**config.mk**
```make
export PLATFORM = sky130hd
export DESIGN_NAME = direct_io_points
export DESIGN_NICKNAME = d
export VERILOG_FILES = /design/src/rtl/direct_io_pkg.sv /design/src/rtl/direct_in_channel.sv /design/src/rtl/direct_io_points.sv
export SDC_FILE = /design/constraint.sdc
export NUM_CORES = 1
export LEC_CHECK = 0
export BUFFER_PORTS_ARGS = -buffer_cell sky130_fd_sc_hd__buf_2
export CAP_MARGIN = 15
export CELL_PAD_IN_SITES_DETAIL_PLACEMENT = 0
export CELL_PAD_IN_SITES_GLOBAL_PLACEMENT = 1
export CORE_ASPECT_RATIO = 1.25
export CORE_MARGIN = 2
export CORE_UTILIZATION = 43
export DETAILED_ROUTE_END_ITERATION = 7
export GPL_ROUTABILITY_DRIVEN = 0
export PLACE_DENSITY = 0.87
export SLEW_MARGIN = 20
export SYNTH_ARGS = -nofsm -noshare
export SYNTH_HDL_FRONTEND = slang
export SYNTH_SLANG_ARGS = --single-unit
```
**constraint.sdc**
```tcl
create_clock -name clk -period 3.59 [get_ports clk]
set_input_delay 0.718 -clock clk [delete_from_list [all_inputs] [get_ports clk]]
set_output_delay 0.718 -clock clk [all_outputs]
set_load 0.02 [all_outputs]
```
**src/rtl/direct_io_pkg.sv**
```systemverilog
/*
 * Shared types and constants for the direct binary point exchange.
 * Assumes a single clock domain; channel frames arrive already decoded.
 */
package direct_io_pkg;

	localparam int unsigned POINTS_PER_CH = 8;
	localparam int unsigned NUM_CH        = 2;

	// reset values
	localparam logic [7:0] DEFAULTS_RST = 8'h00;
	localparam logic [7:0] OPERANDS_RST = 8'h00;
	localparam logic [2:0] SEL_RST      = 3'h0;

	// startup hold before received data is trusted, in ns and cycles
	localparam int unsigned CLK_PERIOD_NS   = 20;
	localparam int unsigned STARTUP_HOLD_NS = 200;
	localparam int unsigned STARTUP_CYCLES  =
		(STARTUP_HOLD_NS + CLK_PERIOD_NS - 1) / CLK_PERIOD_NS;

	// per-channel receive view: frame valid strobe, points, health
	typedef struct packed {
		logic       frame_valid;
		logic [7:0] points;
		logic       failed;
	} rx_chan_t;

	// per-channel operand state
	typedef enum logic [1:0] {
		CH_STARTUP = 2'b00,
		CH_LIVE    = 2'b01,
		CH_FAILED  = 2'b11
	} ch_state_t;

endpackage

```
**src/rtl/direct_in_channel.sv**
```systemverilog
/*
 * One channel of direct input operands: default on startup or failure,
 * received remote states otherwise, all zero while not active.
 * Assumes rx fields are synchronous to clk and failure is declared upstream.
 */
`timescale 1ns/1ps

module direct_in_channel #(
	parameter int unsigned N = direct_io_pkg::POINTS_PER_CH
) (
	// clock and reset
	input  wire logic                    clk,
	input  wire logic                    rst_n,
	// configuration
	input  wire logic                    active,
	input  wire logic [N-1:0]            defaults,
	input  wire logic                    startup_done,
	// link side
	input  wire direct_io_pkg::rx_chan_t rx,
	// operand side
	output logic [N-1:0]                 operands,
	output direct_io_pkg::ch_state_t     state
);

	direct_io_pkg::ch_state_t state_q;
	direct_io_pkg::ch_state_t state_d;
	logic [N-1:0]             op_q;
	logic [N-1:0]             op_d;

	always_comb begin
		state_d = state_q;
		op_d    = op_q;
		case (state_q)
			direct_io_pkg::CH_STARTUP: begin
				op_d = defaults;
				if (startup_done && !rx.failed && rx.frame_valid) begin
					state_d = direct_io_pkg::CH_LIVE;
					op_d    = rx.points;
				end
			end
			direct_io_pkg::CH_LIVE: begin
				if (rx.failed) begin
					state_d = direct_io_pkg::CH_FAILED;
					op_d    = defaults;
				end else if (rx.frame_valid) begin
					op_d = rx.points;
				end
			end
			direct_io_pkg::CH_FAILED: begin
				op_d = defaults;
				if (!rx.failed && rx.frame_valid) begin
					state_d = direct_io_pkg::CH_LIVE;
					op_d    = rx.points;
				end
			end
			default: begin
				state_d = direct_io_pkg::CH_STARTUP;
				op_d    = defaults;
			end
		endcase
		if (!active) begin
			state_d = direct_io_pkg::CH_STARTUP;
			op_d    = '0;
		end
	end

	always_ff @(posedge clk) begin
		if (!rst_n) begin
			state_q <= direct_io_pkg::CH_STARTUP;
			op_q    <= direct_io_pkg::OPERANDS_RST;
		end else begin
			state_q <= state_d;
			op_q    <= op_d;
		end
	end

	assign operands = op_q;
	assign state    = state_q;

	property p_fail_default;
		@(posedge clk) disable iff (!rst_n)
		(active && rx.failed && state_q == direct_io_pkg::CH_LIVE) |=> (op_q == $past(defaults));
	endproperty
	a_fail_default: assert property (p_fail_default) else $error("failed channel did not take default");

	property p_restore_follow;
		@(posedge clk) disable iff (!rst_n)
		(active && state_q == direct_io_pkg::CH_FAILED && !rx.failed && rx.frame_valid)
			|=> (state_q == direct_io_pkg::CH_LIVE && op_q == $past(rx.points));
	endproperty
	a_restore_follow: assert property (p_restore_follow) else $error("restored channel did not follow remote");

	property p_inactive_zero;
		@(posedge clk) disable iff (!rst_n)
		!active |=> (op_q == '0);
	endproperty
	a_inactive_zero: assert property (p_inactive_zero) else $error("operands active while disabled");

	property p_on_default;
		@(posedge clk) disable iff (!rst_n)
		(active && state_q == direct_io_pkg::CH_FAILED && rx.failed && defaults[0]) |=> op_q[0];
	endproperty
	a_on_default: assert property (p_on_default) else $error("on default not driven to one");

	property p_off_default;
		@(posedge clk) disable iff (!rst_n)
		(active && state_q == direct_io_pkg::CH_FAILED && rx.failed && !defaults[0]) |=> !op_q[0];
	endproperty
	a_off_default: assert property (p_off_default) else $error("off default not driven to zero");

endmodule // direct_in_channel

```
**src/rtl/direct_io_points.sv**
```systemverilog
/*
 * Direct binary point exchange over one or two dedicated channels.
 * Assumes framing, channel supervision and operand selection settings come
 * from surrounding logic; all inputs synchronous to clk.
 */
// Functional notes
// - channel one gives eight input operands
// - channel two inputs only on three-terminal
// - send eight selected operands per channel
// - default on startup and channel failure
// - on default drives operand to one
// - restored channel follows remote outputs again
// - inputs inactive unless line differential enabled
`timescale 1ns/1ps

module direct_io_points #(
	parameter int unsigned N       = direct_io_pkg::POINTS_PER_CH,
	parameter int unsigned OPS     = 64,
	parameter int unsigned SEL_W   = 6
) (
	// clock and reset
	input  wire logic                    clk,
	input  wire logic                    rst_n,
	// configuration
	input  wire logic                    line_differential_function,
	input  wire logic                    three_terminal,
	input  wire logic [N-1:0]            ch1_defaults,
	input  wire logic [N-1:0]            ch2_defaults,
	input  wire logic [N*SEL_W-1:0]      ch1_out_sel,
	input  wire logic [N*SEL_W-1:0]      ch2_out_sel,
	// local operand pool
	input  wire logic [OPS-1:0]          local_operands,
	// receive side
	input  wire direct_io_pkg::rx_chan_t ch1_rx,
	input  wire direct_io_pkg::rx_chan_t ch2_rx,
	// transmit side
	output logic [N-1:0]                 ch1_tx_points,
	output logic [N-1:0]                 ch2_tx_points,
	// input operands
	output logic [N-1:0]                 ch1_in_operands,
	output logic [N-1:0]                 ch2_in_operands,
	output logic                         startup_done
);

	localparam int unsigned CNT_W = $clog2(direct_io_pkg::STARTUP_CYCLES + 1);

	logic [CNT_W-1:0] start_cnt_q;
	logic [CNT_W-1:0] start_cnt_d;
	logic [N-1:0]     tx1_q;
	logic [N-1:0]     tx1_d;
	logic [N-1:0]     tx2_q;
	logic [N-1:0]     tx2_d;
	logic             ch2_active;

	// pick one operand for an output point; out-of-range selections read as zero
	function automatic logic pick(input logic [OPS-1:0] pool, input logic [SEL_W-1:0] sel);
		logic r;
		r = 1'b0;
		if (int'(sel) < OPS) begin
			r = pool[sel];
		end
		return r;
	endfunction

	// startup hold counter
	always_comb begin
		start_cnt_d = start_cnt_q;
		if (start_cnt_q != CNT_W'(direct_io_pkg::STARTUP_CYCLES)) begin
			start_cnt_d = start_cnt_q + CNT_W'(1);
		end
	end

	always_ff @(posedge clk) begin
		if (!rst_n) begin
			start_cnt_q <= '0;
		end else begin
			start_cnt_q <= start_cnt_d;
		end
	end

	assign startup_done = (start_cnt_q == CNT_W'(direct_io_pkg::STARTUP_CYCLES));

	always_comb begin
		tx1_d = '0;
		tx2_d = '0;
		for (int i = 0; i < int'(N); i++) begin
			tx1_d[i] = pick(local_operands, ch1_out_sel[i*SEL_W +: SEL_W]);
			tx2_d[i] = pick(local_operands, ch2_out_sel[i*SEL_W +: SEL_W]);
		end
	end

	always_ff @(posedge clk) begin
		if (!rst_n) begin
			tx1_q <= direct_io_pkg::OPERANDS_RST;
			tx2_q <= direct_io_pkg::OPERANDS_RST;
		end else begin
			tx1_q <= tx1_d;
			tx2_q <= tx2_d;
		end
	end

	assign ch1_tx_points = tx1_q;
	assign ch2_tx_points = tx2_q;

	assign ch2_active = line_differential_function && three_terminal;

	direct_in_channel #(
		.N (N)
	) u_ch1 (
		.clk          (clk),
		.rst_n        (rst_n),
		.active       (line_differential_function),
		.defaults     (ch1_defaults),
		.startup_done (startup_done),
		.rx           (ch1_rx),
		.operands     (ch1_in_operands),
		.state        ()
	);

	direct_in_channel #(
		.N (N)
	) u_ch2 (
		.clk          (clk),
		.rst_n        (rst_n),
		.active       (ch2_active),
		.defaults     (ch2_defaults),
		.startup_done (startup_done),
		.rx           (ch2_rx),
		.operands     (ch2_in_operands),
		.state        ()
	);

	property p_tx_follows;
		@(posedge clk) disable iff (!rst_n)
		1'b1 |=> (ch1_tx_points[0] == $past(pick(local_operands, ch1_out_sel[SEL_W-1:0])));
	endproperty
	a_tx_follows: assert property (p_tx_follows) else $error("outgoing point not the selected operand");

	property p_ch2_off;
		@(posedge clk) disable iff (!rst_n)
		!three_terminal |=> (ch2_in_operands == '0);
	endproperty
	a_ch2_off: assert property (p_ch2_off) else $error("channel two inputs on two-terminal system");

	property p_startup_default;
		@(posedge clk) disable iff (!rst_n)
		(!startup_done && line_differential_function) |=> (ch1_in_operands == $past(ch1_defaults));
	endproperty
	a_startup_default: assert property (p_startup_default) else $error("startup default not applied");

	property p_ch1_live;
		@(posedge clk) disable iff (!rst_n)
		(startup_done && line_differential_function && !ch1_rx.failed && ch1_rx.frame_valid)
			|=> (ch1_in_operands == $past(ch1_rx.points));
	endproperty
	a_ch1_live: assert property (p_ch1_live) else $error("channel one operands not received values");

	property p_tx_last;
		@(posedge clk) disable iff (!rst_n)
		1'b1 |=> (ch1_tx_points[N-1] == $past(pick(local_operands, ch1_out_sel[N*SEL_W-1 -: SEL_W])));
	endproperty
	a_tx_last: assert property (p_tx_last) else $error("last outgoing point not the selected operand");

	property p_tx2_follows;
		@(posedge clk) disable iff (!rst_n)
		1'b1 |=> (ch2_tx_points[0] == $past(pick(local_operands, ch2_out_sel[SEL_W-1:0])));
	endproperty
	a_tx2_follows: assert property (p_tx2_follows) else $error("channel two point not the selected operand");

	property p_ch2_live;
		@(posedge clk) disable iff (!rst_n)
		(startup_done && ch2_active && !ch2_rx.failed && ch2_rx.frame_valid)
			|=> (ch2_in_operands == $past(ch2_rx.points));
	endproperty
	a_ch2_live: assert property (p_ch2_live) else $error("channel two operands not received values");

	property p_ch1_fail;
		@(posedge clk) disable iff (!rst_n)
		(line_differential_function && ch1_rx.failed) |=> (ch1_in_operands == $past(ch1_defaults));
	endproperty
	a_ch1_fail: assert property (p_ch1_fail) else $error("channel one failure did not give defaults");

	property p_ch2_fail;
		@(posedge clk) disable iff (!rst_n)
		(ch2_active && ch2_rx.failed) |=> (ch2_in_operands == $past(ch2_defaults));
	endproperty
	a_ch2_fail: assert property (p_ch2_fail) else $error("channel two failure did not give defaults");

	property p_ch2_startup;
		@(posedge clk) disable iff (!rst_n)
		(!startup_done && ch2_active) |=> (ch2_in_operands == $past(ch2_defaults));
	endproperty
	a_ch2_startup: assert property (p_ch2_startup) else $error("channel two startup default not applied");

	property p_disabled_zero;
		@(posedge clk) disable iff (!rst_n)
		!line_differential_function |=> (ch1_in_operands == '0 && ch2_in_operands == '0);
	endproperty
	a_disabled_zero: assert property (p_disabled_zero) else $error("operands live without line differential");

	// hold ends once
	// only a reset restarts the startup hold; a channel made inactive and active again takes defaults until a frame
	property p_startup_holds;
		@(posedge clk) disable iff (!rst_n)
		startup_done |=> startup_done;
	endproperty
	a_startup_holds: assert property (p_startup_holds) else $error("startup hold restarted without reset");

	property p_ch1_hold;
		@(posedge clk) disable iff (!rst_n)
		(line_differential_function && !ch1_rx.failed && !ch1_rx.frame_valid
			&& $past(startup_done && line_differential_function && !ch1_rx.failed && ch1_rx.frame_valid))
			|=> $stable(ch1_in_operands);
	endproperty
	a_ch1_hold: assert property (p_ch1_hold) else $error("channel one operands moved without a frame");

endmodule // direct_io_points

```
==> After elaboration in Yosys (flattened, before gate mapping) <==
Index checks and enable logic that the tools add are counted.
{ "totals": {"regBits": 40, "inputBits": 200, "output_inout_bits": 33, "wordCells": 103} }
{ "op_classes": {"addsub": 1, "n_lt_le_gt_ge": 16, "eq_ne": 14, "n_mux": 50, "reduce_logical": 15} }
{ "ops": {"columns": ["cell", "count"], "rows": [
  ["< comparator 6 x 7 -> 1 bit (second input constant)", 16],
  ["binary-select mux 1 bit (select 6 bit)", 16],
  ["two-way mux 8 bit", 8],
  ["one-hot mux 8 bit (3 select lines)", 2],
  ["two-way mux 1 bit", 16],
  ["two-way mux 2 bit", 6],
  ["one-hot mux 2 bit (3 select lines)", 2],
  ["!= test 2 x 1 -> 1 bit (second input constant)", 4],
  ["logical AND 1 bit", 7],
  ["!= test 3 bit (second input constant)", 2],
  ["AND reduction 3 bit", 2],
  ["adder 4 x 1 -> 4 bit (second input constant)", 1],
  ["== test 2 x 1 -> 1 bit (second input constant)", 2],
  ["== test 2 bit (second input constant)", 2],
  ["== test 4 bit (second input constant)", 1],
  ["logical NOT 2 bit", 2],
  ["!= test 2 bit (second input constant)", 2],
  ["!= test 4 bit (second input constant)", 1],
  ["AND reduction 2 bit", 2],
  ["logical NOT 1 bit", 2]
]} }

==> Depth between registers and ports, before layout <==
{ "depth": {"ltp_word": 5, "depth_mapped": 7} }

==> Modules after synthesis <==
Synthesis repeated with hierarchy kept, for this count alone.
{ "unflattened": {"hier_cells": 792, "area_unflattened_um2": 10432.5} }
{ "by_module_without_submodules": {"columns": ["module", "instances", "cells_each", "area_each_um2", "seq_area_each_um2"], "rows": [
  ["direct_io_points", 1, 672, 9196.3, 400.4],
  ["direct_in_channel", 2, 60, 618.1, 200.2]
]} }

==> Least setup slack after synthesis <==
OpenSTA, ideal clock, no wires.
{ "synth_path": {"path_type": "input-to-reg", "startpoint": "in ch2_out_sel[1]", "endpoint": "reg tx2_q[0] (netlist: ch2_tx_points[0])", "setup_time_ns": 0.122, "arrival_ns": 2.503, "required_time_ns": 3.468, "path_slack_ns": 0.965, "stages": 7, "path_buffers": 2, "cell_sequence": "buf_2 > buf_1 > mux4_2 > mux4_2 > mux2i_1 > nor2_1 > a311o_1"} }
{ "synth_between": {"elab_chain_len": 2} }
{ "synth_lines": {"columns": ["item", "line_no", "source"], "rows": [
  ["start: declaration", "direct_io_points.sv:30", "input wire logic [N*SEL_W-1:0] ch2_out_sel,"],
  ["binary-select mux 1 bit (select 6 bit)", "direct_io_points.sv:60", "r = pool[sel];"],
  ["two-way mux 1 bit (not written as such)", "direct_io_points.sv:60", null],
  ["end signal: assignment", "direct_io_points.sv:95", "tx2_q <= direct_io_pkg::OPERANDS_RST;"],
  ["end signal: assignment", "direct_io_points.sv:98", "tx2_q <= tx2_d;"],
  ["end: declaration", "direct_io_points.sv:51", "logic [N-1:0] tx2_q;"]
]} }
No other way between the ends. The select of a mux whose other input is x is not followed.
A chain may end at the register's enable or synchronous reset.

==> Worst setup path after layout <==
{ "layout_path": {"startpoint": "in ch1_out_sel[31]", "endpoint": "reg tx1_q[5] (netlist: ch1_tx_points[5])"} }
{ "layout_between": {"elab_chain_len": 2} }
{ "layout_lines": {"columns": ["item", "line_no", "source"], "rows": [
  ["start: declaration", "direct_io_points.sv:29", "input wire logic [N*SEL_W-1:0] ch1_out_sel,"],
  ["binary-select mux 1 bit (select 6 bit)", "direct_io_points.sv:60", null],
  ["two-way mux 1 bit (not written as such)", "direct_io_points.sv:60", null],
  ["end signal: assignment", "direct_io_points.sv:94", "tx1_q <= direct_io_pkg::OPERANDS_RST;"],
  ["end signal: assignment", "direct_io_points.sv:97", "tx1_q <= tx1_d;"],
  ["end: declaration", "direct_io_points.sv:49", "logic [N-1:0] tx1_q;"]
]} }
No other way between the ends. The select of a mux whose other input is x is not followed.

==> qor.csv <==
metric,value,unit
grt_max_degree,25,
outcome,completed,
worstHoldStart,u_ch2.state[0],
nets,1086,
fin_crit_sh,0.7063,
postRouteWirelength,41660,um
start_util,0.4389,
synth_nets,995,
grt_use_met1,0.3753,
clk_latency,300,ps
synth_edf_count,0,
grt_pass1_vias,9833,
yosys.area.top_type_share,0.6102,
synth-main-ff-cell,dfxtp_1,
synth_largest_area_cell,mux4_2,
syn_area_per_cell,12.75,um2
layout_common_cells,"mux4_2, buf_2, mux2i_1, dfxtp_1, nor2_1",
wire_per_inst,35.36,um
cp_max_fo,16,
final_common_cell,mux4_2,
r2r_start,start_cnt_q[0],
crit_path_start,ch1_out_sel[31],
synthCells,793,
grt_use_met2,0.5065,
cts_hold_buffers,0,
synth_cell_types,48,
hold_path.class,flop to flop,
cp-start-kind,primary input,
cts_tree,built,
busiest_layer,met2,
finalSetupViolCount,0,
rows,62,
drt_pass1_iterations,5,
dpl.cell_count,1165,
drc_errors,0,
relSlewSlack,0.5635,
gr-total-overflow,0,
antenna_found_initial,8,
core_area,23040,um2
initialDrtViolationCount,1675,
final-max-slew-violation-count,0,
cts_setup_buffers,0,
nFillCells,2010,
rr_worst_depth,7,
ys_ff_latch,40,
max_clock_freq,394.4,MHz
stdcell_count,1178,
synthesis.area,10110,um2
vias_per_cell,8.309,
critPathCapture,ch1_tx_points[5],
arrival,2750,ps
grt_first_pass_wirelength,60920,um
syn_to_final_growth,10.96,%
leakage,4.047,nW
finalClockSkew,7.937,ps
period_needed,2536,ps
numCtsBuffers,5,
die_w,141.2,um
async_flop_share,0,
die_area,24770,um2
met3_usage,0.1450,
antenna_left,0,
io_buffers,232,
endpoint_kind,flop,
cts_sinks,40,
crit_required,3800,ps
cts.repair.resized,0,
tns,0,ps
cts.clk_slew.worst_paths,90,ps
peakVddDrop,0.1909,mV
vias,9788,
grt_use_total,0.3340,
top_level_ports,233,
maxCapViolations,0,
worst_pin_slew,654.8,ps
cts_max_level,2,
synth_area_leaders,"mux4_2, dfxtp_1, mux2i_1, clkbuf_1, mux2_2",
dpl.hpwl,25590,um
rsz0062_at_grt,no,
yosysSeqAreaShare,0.07919,
power.density,227.7,nW/um2
drive_above_1_share,0.6034,
reg2reg_to,u_ch1.operands[0],
hold_viol_final,0,
path_class,primary input to flop,
cts_buffer_depth,2,
clock-root-buffer,clkbuf_16,
die_h,175.5,um
reg2reg_slack,1800,ps
yosysWarnings,0,
==> area by class of cell <==
type	instances	area [um2]	area share
flip-flops and latches	40	800.8	0.07136
clock buffers	5	125.1	0.01115
clock inverters	3	46.29	0.004126
well taps	288	360.3	0.03211
inverters	9	33.78	0.003011
multi-input cells	594	8666	0.7723
repair buffers	234	1176	0.1048
diodes	5	12.51	0.001115
==> worst min path at each step <==
stage	end	depth (start not counted)
5_1_grt	u_ch2.state[1]	2
3_5_place_dp	u_ch2.state[1]	2
3_3_place_gp	u_ch2.state[1]	2
4_1_cts	u_ch2.state[1]	2
6_report	u_ch2.state[1]	2
2_1_floorplan	u_ch2.state[1]	2
==> cells by family (layout without fill, tap and decap cells) <==
group,after synthesis,count (layout),share of synthesized area
compound gates,106,106,0.07634
xor+xnor,3,3,0.002599
fa+ha+maj,2,2,0.002474
buf+inv,159,251,0.06385
flops,40,40,0.07919
mux,359,359,0.7061
other cells,0,5,0
simple gates,124,124,0.06941
==> power by group <==
part	internal, mW	switching, mW
combinational	0.731	0.762
sequential	0.476	0.0127
clock	0.332	0.241
==> synth_stat cells, drive strengths merged, types with 2 or more instances <==
cell / n
mux4: 280
clkbuf: 100
mux2i: 62
buf: 50
dfxtp: 40
nor2: 29
nand2: 21
a211oi: 20
mux2: 17
o22ai: 16
nand4: 15
nor2b: 15
o22a: 14
a21oi: 11
o21ai: 11
inv: 9
nand3b: 9
nand2b: 7
o211ai: 7
nand4b: 5
nor4bb: 5
o311ai: 5
a311o: 4
nand3: 4
nor3: 4
a211o: 3
a31oi: 3
nor3b: 3
a2111o: 2
a2111oi: 2
and4b: 2
ha: 2
o21bai: 2
o41ai: 2
or4: 2
xnor2: 2
==> flip-flops by register name (all words and copies together), names as in the netlist <==
name	count
u_ch2.state	2
u_ch1.operands	8
ch1_tx_points	8
u_ch1.state	2
u_ch2.operands	8
ch2_tx_points	8
start_cnt_q	4
==> worst max-delay path: stages <==
cell and delay (ps):
buf_2 340, mux4_2 570, mux4_2 480, mux2_2 280
a311o_1 350
==> per-layer routing <==
metal	up-vias	wire, um
met5	-	34
met4	2	4063
met3	365	7621
met2	1200	18340
met1	4591	11600
li1	3630	-
==> per-stage QoR <==
| step | hold slack (ps) | setup slack, ps | instance area, um2 | util | power (mW) |
|---|---|---|---|---|---|
| floorplan | 474.7 | 965.4 | 10110 | - | 1.502 |
| global placement | 499.0 | 772.1 | 11040 | 0.4790 | 1.901 |
| detailed placement | 518.8 | 717.7 | 11040 | 0.4790 | 1.936 |
| CTS | 522.6 | 1047 | 11210 | 0.4865 | 2.510 |
| global route | 558.6 | 997.3 | 11220 | 0.4869 | 2.632 |
| finish | 523.7 | 1054 | 11220 | 0.4870 | 2.555 |
(Power assumes the default switching activity.)
